<file path="src/common/hsr_defs.vh">
// register map, field positions and reset values of the status reporting block
`ifndef HSR_DEFS_VH
`define HSR_DEFS_VH
// register selects on the internal register port
`define HSR_SEL_SUMMARY 3'h0
`define HSR_SEL_SRQ_MASK 3'h1
`define HSR_SEL_STD_FLAGS 3'h2
`define HSR_SEL_STD_MASK 3'h3
`define HSR_SEL_LINK_FLAGS 3'h4
`define HSR_SEL_LINK_MASK 3'h5
`define HSR_SEL_OVL_FLAGS 3'h6
`define HSR_SEL_OVL_MASK 3'h7
// summary byte positions
`define HSR_SB_OVERLOAD 0
`define HSR_SB_IDLE 4
`define HSR_SB_STD_EVENT 5
`define HSR_SB_MASTER 6
`define HSR_SB_LINK_ERROR 7
// standard event flag positions
`define HSR_STD_OP_DONE 0
`define HSR_STD_RX_DISCARD 1
`define HSR_STD_REPLY_LOST 2
`define HSR_STD_DEFERRED 3
`define HSR_STD_RUN_FAULT 4
`define HSR_STD_PARSER_FAULT 5
`define HSR_STD_BUTTON 6
`define HSR_STD_POWER_UP 7
// link error flag positions
`define HSR_LNK_PARITY 0
`define HSR_LNK_FRAMING 1
`define HSR_LNK_NOISE 2
`define HSR_LNK_BYTE_LOST 3
`define HSR_LNK_OVERFLOW 4
`define HSR_LNK_DEV_CLEAR 7
// bits kept in the link flags (bits 5 and 6 unused)
`define HSR_LNK_USED 8'h9F
// service request mask writable bits (bit 6 fixed zero)
`define HSR_SRQ_WMASK 8'hBF
// reset values
`define HSR_MASK_RST 8'h00
`define HSR_FLAGS_RST 8'h00
`endif

</file>
<file path="src/rtl/hsr_sticky_reg.v">
// one eight-bit sticky event register with whole and single-bit read clear
`timescale 1ns/10ps
`default_nettype none
module hsr_sticky_reg #(
   parameter WIDTH = 8
) (
   input wire ref_clk_in,
   input wire rst_b_in,
   input wire [WIDTH-1:0] set_in,
   input wire clr_all_in,
   input wire clr_bit_in,
   input wire [2:0] bit_sel_in,
   input wire [WIDTH-1:0] keep_in,
   output reg [WIDTH-1:0] flags_out
);
   reg [WIDTH-1:0] clr_vec;
   reg [WIDTH-1:0] flags_d;

   // clear vector first, then set wins so a simultaneous event survives
   always @* begin
      clr_vec = {WIDTH{1'b0}};
      if (clr_all_in) begin
         clr_vec = {WIDTH{1'b1}};
      end else if (clr_bit_in) begin
         clr_vec[bit_sel_in] = 1'b1;
      end
      flags_d = ((flags_out & ~clr_vec) | set_in) & keep_in;
   end

   // flag storage
   always @(posedge ref_clk_in or negedge rst_b_in) begin
      if (!rst_b_in) begin
         flags_out <= {WIDTH{1'b0}};
      end else begin
         flags_out <= flags_d;
      end
   end
endmodule // hsr_sticky_reg
`default_nettype wire

</file>
<file path="src/rtl/hsr_status_core.v">
// hierarchical status reporting: event flags, masks, summary byte, service line
`timescale 1ns/10ps
`default_nettype none
`include "hsr_defs.vh"
module hsr_status_core #(
   parameter CHANNELS = 4
) (
   input wire ref_clk_in,
   input wire rst_b_in,
   // register port from the command parser
   input wire reg_wr_in,
   input wire reg_rd_in,
   input wire reg_bit_rd_in,
   input wire [2:0] reg_sel_in,
   input wire [2:0] reg_bit_in,
   input wire [7:0] reg_wdata_in,
   input wire clear_status_in,
   input wire summary_query_in,
   output reg [7:0] reg_rdata_out,
   // standard events
   input wire op_done_cmd_in,
   input wire rx_discard_in,
   input wire reply_lost_in,
   input wire deferred_fault_in,
   input wire run_fault_in,
   input wire parser_fault_in,
   input wire button_press_in,
   // parser state
   input wire rx_buffer_empty_in,
   input wire parser_busy_in,
   // receiver events
   input wire parity_err_in,
   input wire framing_err_in,
   input wire noise_err_in,
   input wire receiver_byte_lost_in,
   input wire rx_buffer_overflow_in,
   input wire serial_break_in,
   // channel events
   input wire [CHANNELS-1:0] channel_over_resistance_in,
   input wire [CHANNELS-1:0] curve_range_exceeded_in,
   // outputs
   output reg status_b_out,
   output reg rx_flush_out,
   output reg tx_flush_out,
   output reg parser_reset_out
);
   // masked OR of flags against enable
   function masked_any;
      input [7:0] flags;
      input [7:0] mask;
      begin
         masked_any = |(flags & mask);
      end
   endfunction

   // decodes a read-clear request for one event register
   function clr_hit;
      input rd;
      input [2:0] sel;
      input [2:0] mine;
      begin
         clr_hit = rd && (sel == mine);
      end
   endfunction

   reg [7:0] srq_mask_q;
   reg [7:0] std_mask_q;
   reg [7:0] link_mask_q;
   reg [7:0] ovl_mask_q;
   reg power_up_pend_q;
   reg [7:0] notified_q;
   reg [7:0] notified_d;
   reg status_b_d;
   wire [7:0] std_event_flags;
   wire [7:0] link_error_flags;
   wire [7:0] overload_flags;
   reg [7:0] std_set;
   reg [7:0] link_set;
   reg [7:0] ovl_set;
   wire idle_now;
   wire std_event_summary;
   wire link_error_summary;
   wire overload_summary;
   wire [7:0] sb_raw;
   wire master_summary;
   wire [7:0] summary_byte;
   wire [7:0] enabled_now;
   reg [7:0] rdata_d;

   // power-up event held until the first clocked cycle after reset
   always @(posedge ref_clk_in or negedge rst_b_in) begin
      if (!rst_b_in) begin
         power_up_pend_q <= 1'b1;
      end else begin
         power_up_pend_q <= 1'b0;
      end
   end

   // event set vectors
   always @* begin
      std_set = 8'h00;
      std_set[`HSR_STD_OP_DONE] = op_done_cmd_in;
      std_set[`HSR_STD_RX_DISCARD] = rx_discard_in;
      std_set[`HSR_STD_REPLY_LOST] = reply_lost_in;
      std_set[`HSR_STD_BUTTON] = button_press_in;
      std_set[`HSR_STD_POWER_UP] = power_up_pend_q;
      std_set[`HSR_STD_DEFERRED] = deferred_fault_in;
      std_set[`HSR_STD_RUN_FAULT] = run_fault_in;
      std_set[`HSR_STD_PARSER_FAULT] = parser_fault_in;
      link_set = 8'h00;
      link_set[`HSR_LNK_PARITY] = parity_err_in;
      link_set[`HSR_LNK_FRAMING] = framing_err_in;
      link_set[`HSR_LNK_NOISE] = noise_err_in;
      link_set[`HSR_LNK_BYTE_LOST] = receiver_byte_lost_in;
      link_set[`HSR_LNK_OVERFLOW] = rx_buffer_overflow_in;
      link_set[`HSR_LNK_DEV_CLEAR] = serial_break_in;
      ovl_set = {curve_range_exceeded_in[3:0], channel_over_resistance_in[3:0]};
   end

   hsr_sticky_reg #(
      .WIDTH(8)
   ) u_std_flags (
      .ref_clk_in(ref_clk_in),
      .rst_b_in(rst_b_in),
      .set_in(std_set),
      .clr_all_in(clear_status_in |
         clr_hit(reg_rd_in, reg_sel_in, `HSR_SEL_STD_FLAGS)),
      .clr_bit_in(clr_hit(reg_bit_rd_in, reg_sel_in, `HSR_SEL_STD_FLAGS)),
      .bit_sel_in(reg_bit_in),
      .keep_in(8'hFF),
      .flags_out(std_event_flags)
   );

   // link flags, bits 5 and 6 held at zero
   hsr_sticky_reg #(
      .WIDTH(8)
   ) u_link_flags (
      .ref_clk_in(ref_clk_in),
      .rst_b_in(rst_b_in),
      .set_in(link_set),
      .clr_all_in(clear_status_in |
         clr_hit(reg_rd_in, reg_sel_in, `HSR_SEL_LINK_FLAGS)),
      .clr_bit_in(clr_hit(reg_bit_rd_in, reg_sel_in, `HSR_SEL_LINK_FLAGS)),
      .bit_sel_in(reg_bit_in),
      .keep_in(`HSR_LNK_USED),
      .flags_out(link_error_flags)
   );

   hsr_sticky_reg #(
      .WIDTH(8)
   ) u_ovl_flags (
      .ref_clk_in(ref_clk_in),
      .rst_b_in(rst_b_in),
      .set_in(ovl_set),
      .clr_all_in(clear_status_in |
         clr_hit(reg_rd_in, reg_sel_in, `HSR_SEL_OVL_FLAGS)),
      .clr_bit_in(clr_hit(reg_bit_rd_in, reg_sel_in, `HSR_SEL_OVL_FLAGS)),
      .bit_sel_in(reg_bit_in),
      .keep_in(8'hFF),
      .flags_out(overload_flags)
   );

   // mask registers
   always @(posedge ref_clk_in or negedge rst_b_in) begin
      if (!rst_b_in) begin
         srq_mask_q <= `HSR_MASK_RST;
         std_mask_q <= `HSR_MASK_RST;
         link_mask_q <= `HSR_MASK_RST;
         ovl_mask_q <= `HSR_MASK_RST;
      end else if (reg_wr_in) begin
         case (reg_sel_in)
            `HSR_SEL_SRQ_MASK: srq_mask_q <= reg_wdata_in & `HSR_SRQ_WMASK;
            `HSR_SEL_STD_MASK: std_mask_q <= reg_wdata_in;
            `HSR_SEL_LINK_MASK: link_mask_q <= reg_wdata_in;
            `HSR_SEL_OVL_MASK: ovl_mask_q <= reg_wdata_in;
            default: srq_mask_q <= srq_mask_q;
         endcase
      end
   end

   // summaries straight from current flags and masks
   assign std_event_summary = masked_any(std_event_flags, std_mask_q);
   assign link_error_summary = masked_any(link_error_flags, link_mask_q);
   assign overload_summary = masked_any(overload_flags, ovl_mask_q);
   assign idle_now = rx_buffer_empty_in & ~parser_busy_in;
   // summary byte layout without master bit
   assign sb_raw = {link_error_summary, 1'b0, std_event_summary, idle_now,
      3'b000, overload_summary};
   // master bit; srq mask bit 6 is always zero so no loop
   assign master_summary = masked_any(sb_raw, srq_mask_q);
   // the query never touches these bits
   assign summary_byte = sb_raw | (master_summary ? 8'h40 : 8'h00);
   assign enabled_now = sb_raw & srq_mask_q;

   // service line: a bit enabled now but not yet reported drives it low
   always @* begin
      notified_d = notified_q & enabled_now;
      status_b_d = status_b_out;
      if (summary_query_in) begin
         notified_d = enabled_now;
         status_b_d = 1'b1;
      end
      // only a fresh enabled bit reasserts
      if (|(enabled_now & ~notified_q) && !summary_query_in) begin
         status_b_d = 1'b0;
      end
   end

   // service line and reported-bit memory
   always @(posedge ref_clk_in or negedge rst_b_in) begin
      if (!rst_b_in) begin
         notified_q <= 8'h00;
         status_b_out <= 1'b1;
      end else begin
         notified_q <= notified_d;
         status_b_out <= status_b_d;
      end
   end

   // read data mux; flags shown before the read clears them
   always @* begin
      case (reg_sel_in)
         `HSR_SEL_SUMMARY: rdata_d = summary_byte;
         `HSR_SEL_SRQ_MASK: rdata_d = srq_mask_q;
         `HSR_SEL_STD_FLAGS: rdata_d = std_event_flags;
         `HSR_SEL_STD_MASK: rdata_d = std_mask_q;
         `HSR_SEL_LINK_FLAGS: rdata_d = link_error_flags;
         `HSR_SEL_LINK_MASK: rdata_d = link_mask_q;
         `HSR_SEL_OVL_FLAGS: rdata_d = overload_flags;
         `HSR_SEL_OVL_MASK: rdata_d = ovl_mask_q;
         default: rdata_d = 8'h00;
      endcase
      if (reg_bit_rd_in) begin
         rdata_d = {7'b000_0000, rdata_d[reg_bit_in]};
      end
   end

   // registered read data and flush pulses
   always @(posedge ref_clk_in or negedge rst_b_in) begin
      if (!rst_b_in) begin
         reg_rdata_out <= 8'h00;
         rx_flush_out <= 1'b0;
         tx_flush_out <= 1'b0;
         parser_reset_out <= 1'b0;
      end else begin
         if (reg_rd_in || reg_bit_rd_in || summary_query_in) begin
            reg_rdata_out <= summary_query_in ? summary_byte : rdata_d;
         end
         rx_flush_out <= receiver_byte_lost_in | rx_buffer_overflow_in | serial_break_in;
         parser_reset_out <= receiver_byte_lost_in | rx_buffer_overflow_in | serial_break_in;
         tx_flush_out <= serial_break_in;
      end
   end
endmodule // hsr_status_core
`default_nettype wire

</file>
<file path="config.mk">
export PLATFORM = sky130hd
export DESIGN_NAME = hsr_status_core
export DESIGN_NICKNAME = d
export VERILOG_FILES = /design/src/rtl/hsr_sticky_reg.v /design/src/rtl/hsr_status_core.v
export VERILOG_INCLUDE_DIRS = /design/src /design/src/common
export SDC_FILE = /design/constraint.sdc
export NUM_CORES = 1
export LEC_CHECK = 0
export BUFFER_PORTS_ARGS = -buffer_cell sky130_fd_sc_hd__buf_2
export CORE_MARGIN = 2
export CORE_UTILIZATION = 35
export CTS_BUF_LIST = sky130_fd_sc_hd__clkbuf_2 sky130_fd_sc_hd__clkbuf_4 sky130_fd_sc_hd__clkbuf_8
export DETAILED_ROUTE_END_ITERATION = 10
export PLACE_DENSITY_LB_ADDON = 0.05
export SETUP_SLACK_MARGIN = 0.3
export SYNTH_ARGS = -nofsm -noshare
export SYNTH_HDL_FRONTEND = slang
export SYNTH_SLANG_ARGS = --single-unit
</file>
<file path="constraint.sdc">
create_clock -name ref_clk_in -period 4.2 [get_ports ref_clk_in]
set_input_delay 0.21 -clock ref_clk_in [delete_from_list [all_inputs] [get_ports ref_clk_in]]
set_output_delay 0.21 -clock ref_clk_in [all_outputs]
set_load 0.05 [all_outputs]
</file>
==> results.py, run 1 <==
metrics = {
    "status": {
        "status": "complete, no violations",
    },
    "floorplan": {
        "coreArea_um2": 10200,
        "row_count": 37,
        "fp.dieH_um": 106,
        "boundaryPins": 56,
        "initial_utilization": 0.356,
        "dieArea_um2": 11200,
        "die_w_um": 106,
    },
    "logic_synthesis": {
        "synth_edf_count": 0,
        "postSynthAreaPerCell_um2": 10.6,
        "ys_ff_latch": 69,
        "synth_top_area_share": 0.460,
        "synth-main-ff-cell": "dfrtp_1",
        "yosysUniqueCellTypes": 55,
        "synthTopCellsByArea": "dfrtp_1 (46%), mux2_2 (8.7%), a31o_2 (5.5%)",
        "syn_nets": 387,
        "yosysSeqAreaShare": 0.475,
        "syn-cell-area_um2": 3640,
        "synthCells": 343,
        "synth.largest_area_cell": "dfrtp_1",
        "yosysWarnings": 0,
        "async_flop_share": 1.00,
    },
    "worst_setup_path": {
        "r2r_slack_ns": 2.04,
        "r2r_start": "std_mask_q[1]$_DFFE_PN0P_",
        "critPathCaptureType": "flip-flop",
        "crit_path_top_delay_cell": "o41ai_4",
        "reg2reg_to": "reg_rdata_out[0]$_DFFE_PN0P_",
        "cpPeakStageDelay_ns": 0.49,
        "cp.arrival_ns": 2.39,
        "path_class": "reg2reg",
        "crit_required_ns": 4.43,
        "startpoint_type": "flip-flop",
        "cp_max_fo": 3,
        "reg2reg_depth": 6,
        "crit_chain": "a22o_1, o41ai_4, nand4_2, o211ai_2, nand4_1, a221o_1",
    },
    "grt": {
        "grt_pass1_wl_um": 17000,
        "grt-ovfl-total": 0,
        "antenna_found_initial": 0,
        "grt_usage": 0.201,
        "grt_max_degree": 43,
        "grt_pass1_vias": 2895,
    },
    "clock_tree": {
        "post_cts_resized": 0,
        "cts_setup_buffers": 0,
        "cts.htree.levels": 3,
        "cts_tree": "done",
        "cts_hold_buf": 2,
        "cts-buffers-inserted": 9,
        "root_buffer": "clkbuf_8",
        "cts.reportedPaths.clkPinSlew_ns": 0.08,
        "clkSinkCount": 69,
        "cts_buffer_depth": 2,
        "clk_latency_ns": 0.34,
    },
    "placement": {
        "dp_slack_ns": 1.89,
        "gp_congestion": 0.823,
        "io_buffer_count": 55,
        "dp.cells": 508,
        "dp_hpwl_um": 8000,
    },
    "sta": {
        "min_period_over_period": 0.515,
        "min_period_ns": 2.16,
        "setup-violations-final": 0,
        "timing.fmax_mhz": 463,
        "maxSlewViolCount": 0,
        "hold_viol_final": 0,
        "tightest_slew_ns": 1.11,
        "max-slew-margin-rel": 0.259,
        "rsz0062_at_grt": "false",
        "skew_ns": 0.00672,
        "setup_slack_ns": 2.04,
        "tns_ns": 0,
    },
    "worst_hold_path": {
        "min_to": "u_std_flags.flags_out[5]$_DFF_PN0_",
        "min_path_type": "in2reg",
        "min_path_cells": 2,
        "min_from": "parser_fault_in",
    },
    "finish": {
        "nets": 429,
        "syn2layout_area_growth_pct": 14.6,
        "fill_cells": 1023,
        "drive_gt1_frac": 0.342,
        "layout.cells.non_filler": 525,
        "antenna_cells": 0,
    },
    "routing": {
        "firstDrtPassIters": 4,
        "drt-wirelength-per-cell_um": 20.5,
        "vias_per_cell": 5.60,
        "drt_iter0_drc": 142,
        "drt_wl_total_um": 10800,
        "vias": 2939,
        "drc_errors": 0,
        "antenna_left": 0,
    },
    "flow_run": {
        "drv_cap": 0,
    },
    "pwr": {
        "clock_power_share": 0.297,
        "power.internal_uw": 1220,
        "combPwrFrac": 0.230,
        "power_uw": 1810,
        "power_frac_seq": 0.473,
        "p_leak_uw": 0.00177,
        "p_switching_uw": 592,
        "peakVddDrop_v": 0.000158,
        "swShare": 0.327,
        "powerDensity_nw_per_um2": 433,
    },
}
-- power groups by stage --
stage / clock (uW) / combinational, uW / sequential, uW
after detailed placement: 0 / 415 / 869
after CTS: 556 / 419 / 855
after floorplan: 0 / 265 / 874
after global routing: 583 / 454 / 869
final: 536 / 416 / 856
after global placement: 0 / 412 / 867
-- flip-flops by register name, summed over array words and instances, names as in the netlist, 4 cells and up --
name,count
u_link_flags.flags_out,6
std_mask_q,8
ovl_mask_q,8
u_std_flags.flags_out,8
u_ovl_flags.flags_out,8
link_mask_q,8
srq_mask_q,7
notified_q,4
reg_rdata_out,8
-- layout make-up --
class                      count  area [um^2]  share of cell area
multi-input combinational    241         1760               0.422
sequential                    69         1730               0.414
timing repair buffer          58          303              0.0725
tap                          136          170              0.0408
clock buffer                   9          124              0.0297
clock inverter                 6         65.1              0.0156
inverter                       6         22.5             0.00540
-- logic make-up (layout without fill, tap and decap cells) --
group                  count (synthesis)  in the layout  synth area share
and+or+nand+nor                      104            104             0.143
AOI/OAI and AO/OA                     91             91             0.201
DFF                                   69             69             0.475
muxes                                 45             45             0.138
buffers and inverters                 33             79            0.0419
other                                  1              1           0.00103
-- per-stage QoR --
| step | hold slack, ns | utilization | instance area [um^2] |
|---|---|---|---|
| detailed placement | 0.293 | 0.388 | 3970 |
| finish | 0.0472 | 0.408 | 4170 |
| CTS | 0.0368 | 0.408 | 4170 |
| global placement | 0.286 | 0.388 | 3970 |
| global route | 0.0379 | 0.408 | 4170 |
| floorplan | -0.0856 | - | 3640 |
-- cell usage after synthesis, drive strengths merged (3+ instances only) --
| cell type | number |
|---|---|
| nor3b | 4 |
| o211ai | 3 |
| inv | 6 |
| nand3b | 3 |
| nand4 | 3 |
| and3 | 5 |
| a31oi | 4 |
| a211oi | 3 |
| and3b | 3 |
| a31o | 23 |
| buf | 13 |
| o21ai | 11 |
| clkbuf | 14 |
| nor2 | 21 |
| mux2 | 31 |
| dfrtp | 67 |
| nand3 | 6 |
| a22o | 11 |
| or3 | 3 |
| mux2i | 13 |
| nand2b | 3 |
| a221oi | 3 |
| a221o | 3 |
| nor2b | 5 |
| nand2 | 37 |
| a21oi | 8 |
| o22ai | 7 |
| nor3 | 6 |
| a22oi | 3 |
-- how the worst max path moves through the flow --
stage	from	to	slack, ns	cells after the start
6_report	std_mask_q[1]$_DFFE_PN0P_	reg_rdata_out[0]$_DFFE_PN0P_	2.04	6
2_1_floorplan	ovl_mask_q[3]$_DFFE_PN0P_	reg_rdata_out[0]$_DFFE_PN0P_	2.31	6
3_5_place_dp	reg_sel_in[1]	reg_rdata_out[0]$_DFFE_PN0P_	1.89	7
3_3_place_gp	reg_sel_in[1]	reg_rdata_out[0]$_DFFE_PN0P_	1.90	7
4_1_cts	std_mask_q[1]$_DFFE_PN0P_	reg_rdata_out[0]$_DFFE_PN0P_	2.02	6
5_1_grt	std_mask_q[1]$_DFFE_PN0P_	reg_rdata_out[0]$_DFFE_PN0P_	1.93	6
-- placed cells by master (no fill, tap or decap), types with 5 or more instances in the layout --
| master | count |
|---|---|
| dfrtp_1 | 67 |
| buf_2 | 55 |
| nand2_1 | 37 |
| mux2_2 | 28 |
| a31o_2 | 23 |
| nor2_1 | 21 |
| mux2i_1 | 13 |
| a22o_1 | 9 |
| o21ai_0 | 9 |
| clkbuf_8 | 9 |
| a21oi_1 | 8 |
| o22ai_1 | 7 |
| inv_1 | 6 |
| nand3_1 | 6 |
| nor2b_1 | 5 |
| and3_1 | 5 |
| nor3_1 | 5 |
-- critical path: cells and delay by family, from the launching register on --
family / cells / cell delay (ns)
AOI/OAI and AO/OA: 4 / 1.33
DFF: 1 / 0.40
and+or+nand+nor: 2 / 0.32
-- metal layers --
layer	wire (um)	GRT usage	vias up	share of wire
met4	264	0.0714	0	0.025
met2	4910	0.305	93	0.46
met3	504	0.0429	19	0.047
li1	-	-	1369	-
met1	5090	0.283	1458	0.47
met5	0	0	-	0
Power figures use the tool's default switching activity.
==> inputs of run 2 (changes only) <==
==> constraint.sdc (replaced) <==
create_clock -name ref_clk_in -period 2.1 [get_ports ref_clk_in]
set_input_delay 0.105 -clock ref_clk_in [delete_from_list [all_inputs] [get_ports ref_clk_in]]
set_output_delay 0.105 -clock ref_clk_in [all_outputs]
set_load 0.05 [all_outputs]
==> run 2 against run 1 <==
- clock skew rose by 0.0028 ns
- sequential share of layout area fell by 4.5 points
- worst hold slack got worse by 0.041 ns
- clock-buffer cell count rose by 2
- via count rose by 7.3%
- setup slack got worse by 1.9 ns
- critical path depth did not move
- die area did not move
- critical endpoint unchanged
- largest power group unchanged
==> results.py, run 2 (synthesis results as in run 1) <==
metrics = {
    "floorplan": {
        "row_count": 37,
        "die_w_um": 106,
        "fp.dieH_um": 106,
        "boundaryPins": 56,
        "initial_utilization": 0.356,
        "coreArea_um2": 10200,
        "dieArea_um2": 11200,
    },
    "sta": {
        "setup-violations-final": 0,
        "rsz0062_at_grt": "true",
        "setup_slack_ns": 0.0890,
        "timing.fmax_mhz": 497,
        "hold_viol_final": 0,
        "min_period_ns": 2.01,
        "skew_ns": 0.00952,
        "max-slew-margin-rel": 0.559,
        "tightest_slew_ns": 0.657,
        "min_period_over_period": 0.958,
        "maxSlewViolCount": 0,
        "tns_ns": 0,
    },
    "grt": {
        "grt_usage": 0.220,
        "grt_pass1_wl_um": 18300,
        "grt_max_degree": 70,
        "antenna_found_initial": 0,
        "grt-ovfl-total": 0,
        "grt_pass1_vias": 3091,
    },
    "routing": {
        "drt_wl_total_um": 11700,
        "vias": 3153,
        "firstDrtPassIters": 5,
        "vias_per_cell": 5.46,
        "drt-wirelength-per-cell_um": 20.2,
        "drt_iter0_drc": 177,
        "antenna_left": 0,
        "drc_errors": 0,
    },
    "finish": {
        "nets": 480,
        "layout.cells.most_common_list": "dfrtp_1 (67), buf_2 (55), nand2_1 (37)",
        "fill_cells": 987,
        "layout_commonest_cell": "dfrtp_1",
        "drive_gt1_frac": 0.376,
        "finish.utilization": 0.458,
        "antenna_cells": 0,
        "syn2layout_area_growth_pct": 28.5,
    },
    "placement": {
        "gp_congestion": 0.840,
        "dp_hpwl_um": 8670,
        "dp_slack_ns": 0.0394,
        "io_buffer_count": 55,
    },
    "worst_setup_path": {
        "cp_max_fo": 3,
        "startpoint_type": "flip-flop",
        "r2r_slack_ns": 0.09,
        "cp.arrival_ns": 2.25,
        "critPathCaptureType": "flip-flop",
        "path_class": "reg2reg",
        "crit_required_ns": 2.34,
    },
    "flow_run": {
        "drv_cap": 0,
    },
    "clock_tree": {
        "clk_latency_ns": 0.36,
        "cts_buffer_depth": 2,
        "clkSinkCount": 69,
        "root_buffer": "clkbuf_8",
        "cts_tree": "done",
        "cts.reportedPaths.clkPinSlew_ns": 0.08,
        "cts-buffers-inserted": 9,
        "cts.htree.levels": 3,
    },
    "worst_hold_path": {
        "min_path_type": "in2reg",
    },
    "pwr": {
        "peakVddDrop_v": 0.000351,
        "p_leak_uw": 0.00203,
        "powerDensity_nw_per_um2": 805,
    },
    "status": {
        "status": "complete, no violations",
    },
}
## run 2: cell count changes in the layout (fill, tap and decap cells not counted), sizes merged
| cell | delta |
|---|---|
| buf | +30 |
| bufinv | -1 |
| clkbuf | +2 |
| inv | +1 |
| dlygate4sd3 | +21 |
| clkinvlp | +1 |
| clkinv | -2 |
## run 2: metrics by stage
step	total power, uW	hold WS (ns)	instance area [um^2]	instances
floorplan	2280	-0.191	3640	343
global placement	2640	0.167	4200	533
detailed placement	2650	0.164	4200	533
CTS	3780	0.00174	4660	575
global route	3950	0.000636	4680	577
finish	3770	0.00651	4680	577
## run 2: per-layer routing
layer | vias to the layer above | track usage | wire (um)
met1 | 1581 | 0.313 | 5390
li1 | 1462 | - | -
met5 | - | 0 | 0
met4 | 0 | 0.0733 | 202
met2 | 94 | 0.340 | 5540
met3 | 16 | 0.0386 | 539
## run 2: repair_timing
item	CTS	global route
buffers inserted	3	2
hold endpoints to repair	91	0
endpoints found under the setup margin	3	3
resized for setup	4	2
hold buffers	23	0
pin swaps	6	2
## run 2: final timing paths
path	startpoint	endpoint	cells past startpoint
worst max-delay path	ovl_mask_q[0]$_DFFE_PN0P_	reg_rdata_out[0]$_DFFE_PN0P_	6
worst min-delay path	channel_over_resistance_in[0]	u_ovl_flags.flags_out[0]$_DFF_PN0_	2
worst max register to register	ovl_mask_q[0]$_DFFE_PN0P_	reg_rdata_out[0]$_DFFE_PN0P_	6
worst min register to register	status_b_out$_DFFE_PN1P_	status_b_out$_DFFE_PN1P_	2
max in group asynchronous	rst_b_in	power_up_pend_q$_DFF_PN1_	3
min in group asynchronous	rst_b_in	parser_reset_out$_DFF_PN0_	3
## run 2: worst max-delay path, cell delays in order (launching register included)
cell and delay, ns:
dfrtp_1 0.41, a22o_4 0.27, o41ai_4 0.41, nand4_2 0.20, o211ai_2 0.18, nand4_1 0.10
a221o_1 0.32
## run 2: power by group
group / leakage, uW / switching [uW] / internal (uW) / total, uW
registers: 0.000807 / 179 / 1530 / 1710
logic: 0.00113 / 524 / 475 / 999
clock network: 0.0000917 / 566 / 494 / 1060
## run 2: cell type report
cell class	count	area, um^2	area share
inverter	6	22.5	0.00481
tap	136	170	0.0363
clock buffer	11	151	0.0323
timing repair buffer	109	792	0.169
clock inverter	5	33.8	0.00722
sequential	69	1730	0.369
multi-input combinational	241	1780	0.381
==> inputs of run 3 (changes only) <==
--- a/config.mk
+++ b/config.mk
@@ -7,12 +7,12 @@
 export NUM_CORES = 1
 export LEC_CHECK = 0
 export BUFFER_PORTS_ARGS = -buffer_cell sky130_fd_sc_hd__buf_2
-export CORE_MARGIN = 2
 export CORE_UTILIZATION = 35
 export CTS_BUF_LIST = sky130_fd_sc_hd__clkbuf_2 sky130_fd_sc_hd__clkbuf_4 sky130_fd_sc_hd__clkbuf_8
 export DETAILED_ROUTE_END_ITERATION = 10
 export PLACE_DENSITY_LB_ADDON = 0.05
 export SETUP_SLACK_MARGIN = 0.3
+export SLEW_MARGIN = 25
 export SYNTH_ARGS = -nofsm -noshare
 export SYNTH_HDL_FRONTEND = slang
 export SYNTH_SLANG_ARGS = --single-unit
==> run 3 against run 2 <==
- clock-buffer cell count unchanged
- final area grew 0.19%
- highest routed layer unchanged
- core utilization grew 1.6 points
- power up 1.2%
- maximum frequency is 1.7% lower
- die area is 3.7% lower
- critical path depth did not move
- clock skew is 0.00070 ns lower
- combinational power decreased by 2.1%
- clock power is 7% higher
- non-clock buffer count is 7 higher
==> results.py, run 3 (synthesis results as in run 1) <==
metrics = {
    "grt": {
        "grt_usage": 0.213,
        "use_met3": 0.0269,
        "antenna_found_initial": 0,
        "grt_pass1_vias": 3029,
        "grt_use_met2": 0.349,
        "grt-ovfl-total": 0,
        "grt_pass1_wl_um": 17200,
        "use_met1": 0.289,
        "top_usage_layer": "met2",
        "grt_max_degree": 70,
    },
    "flow_run": {
        "drv_cap": 0,
    },
    "worst_setup_path": {
        "cpPeakStageDelay_ns": 0.46,
        "critPathCaptureType": "flip-flop",
        "startpoint": "u_ovl_flags.flags_out[0]$_DFF_PN0_",
        "path_class": "reg2reg",
        "crit_chain": "a22o_4, o41ai_4, nand4_2, o211ai_2, nand4_1, a221o_1",
        "cp_num_buf_inv": 0,
        "startpoint_type": "flip-flop",
        "cp.arrival_ns": 2.28,
        "crit_required_ns": 2.34,
        "cp_max_fo": 3,
        "crit_path_top_delay_cell": "o41ai_4",
        "path_delay_family": "compound AO/OA/AOI/OAI gates",
        "r2r_start": "u_ovl_flags.flags_out[0]$_DFF_PN0_",
    },
    "sta": {
        "skew_ns": 0.00882,
        "tns_ns": 0,
        "finalHoldWorstSlack_ns": 0.0130,
        "maxSlewViolCount": 0,
        "setup-violations-final": 0,
        "max-slew-margin-rel": 0.520,
        "rsz0062_at_grt": "true",
        "min_period_ns": 2.04,
        "min_period_over_period": 0.974,
        "hold_viol_final": 0,
        "timing.fmax_mhz": 489,
        "tightest_slew_ns": 0.717,
    },
    "routing": {
        "drt_iter0_drc": 135,
        "drc_errors": 0,
        "drt_wl_total_um": 11000,
        "firstDrtPassIters": 5,
        "vias": 3073,
        "antenna_left": 0,
        "vias_per_cell": 5.29,
        "drt-wirelength-per-cell_um": 18.9,
    },
    "clock_tree": {
        "cts.htree.levels": 3,
        "cts-buffers-inserted": 9,
        "root_buffer": "clkbuf_8",
        "clk_latency_ns": 0.35,
        "cts_tree": "done",
        "cts.reportedPaths.clkPinSlew_ns": 0.08,
        "cts_buffer_depth": 2,
        "clkSinkCount": 69,
    },
    "finish": {
        "nets": 487,
        "syn2layout_area_growth_pct": 28.8,
        "antenna_cells": 0,
        "layout.cells.most_common_list": "dfrtp_1 (67), buf_2 (55), buf_4 (38)",
        "drive_gt1_frac": 0.384,
        "layout_commonest_cell": "dfrtp_1",
        "final_cell_area_um2": 4690,
    },
    "floorplan": {
        "boundaryPins": 56,
        "row_count": 36,
        "fp.dieH_um": 104,
        "coreArea_um2": 9910,
        "initial_utilization": 0.368,
        "die_w_um": 104,
        "dieArea_um2": 10800,
    },
    "placement": {
        "dp_hpwl_um": 8410,
        "io_buffer_count": 55,
        "placed_area_um2": 4230,
        "gp_congestion": 0.818,
    },
    "pwr": {
        "peakVddDrop_v": 0.000360,
        "powerDensity_nw_per_um2": 814,
        "p_leak_uw": 0.00205,
    },
    "worst_hold_path": {
        "min_path_type": "in2reg",
        "min_from": "reg_wdata_in[0]",
    },
    "status": {
        "status": "complete, no violations",
    },
}
[run 3: repair_timing]
item | in CTS | in global routing
hold buffers | 22 | 0
pin swaps | 5 | 3
hold endpoints to repair | 90 | 0
endpoints found under the setup margin | 2 | 3
buffers inserted | 2 | 2
resized for setup | 0 | 2
[run 3: worst reg2reg max path, cell delays in order, from the launching register on]
cell,delay (ns)
dfrtp_1,0.42
a22o_4,0.27
o41ai_4,0.46
nand4_2,0.20
o211ai_2,0.17
nand4_1,0.10
a221o_1,0.32
[run 3: path summary, 6_finish.rpt]
kind,endpoint,slack [ns],cells after the start
worst min-delay path,srq_mask_q[0]$_DFFE_PN0P_,0.01,3
worst min register to register,notified_q[7]$_DFF_PN0_,0.50,2
worst max-delay path,reg_rdata_out[0]$_DFFE_PN0P_,0.06,6
min in group asynchronous,u_link_flags.flags_out[0]$_DFF_PN0_,0.30,3
worst max register to register,reg_rdata_out[0]$_DFFE_PN0P_,0.06,6
max in group asynchronous,power_up_pend_q$_DFF_PN1_,1.44,3
[run 3: metrics by stage]
| step | instances | util | worst slack [ns] | power (uW) |
|---|---|---|---|---|
| global placement | 539 | 0.427 | 0.0568 | 2650 |
| CTS | 579 | 0.471 | 0.0819 | 3840 |
| global route | 581 | 0.473 | 0.000245 | 4010 |
| finish | 581 | 0.473 | 0.0553 | 3820 |
| detailed placement | 539 | 0.427 | 0.0547 | 2650 |
| floorplan | 343 | - | 0.222 | 2280 |
[run 3: per-layer routing]
metal	up-vias	wire length [um]
li1	1479	-
met4	0	130
met3	15	661
met2	82	5320
met1	1497	4870
met5	-	0
[run 3: report_power, final]
part / internal (uW) / switching [uW]
logic: 470 / 508
registers: 1530 / 175
clock network: 596 / 535
total: 2600 / 1220
[run 3: area by class of cell]
| cell class | count | area, um^2 |
|---|---|---|
| Multi-Input combinational cell | 241 | 1770 |
| Fill cell | 971 | 5220 |
| Timing Repair Buffer | 116 | 801 |
| Tap cell | 133 | 166 |
| Sequential cell | 69 | 1730 |
| Clock buffer | 11 | 145 |
| Clock inverter | 5 | 58.8 |
| Inverter | 6 | 22.5 |
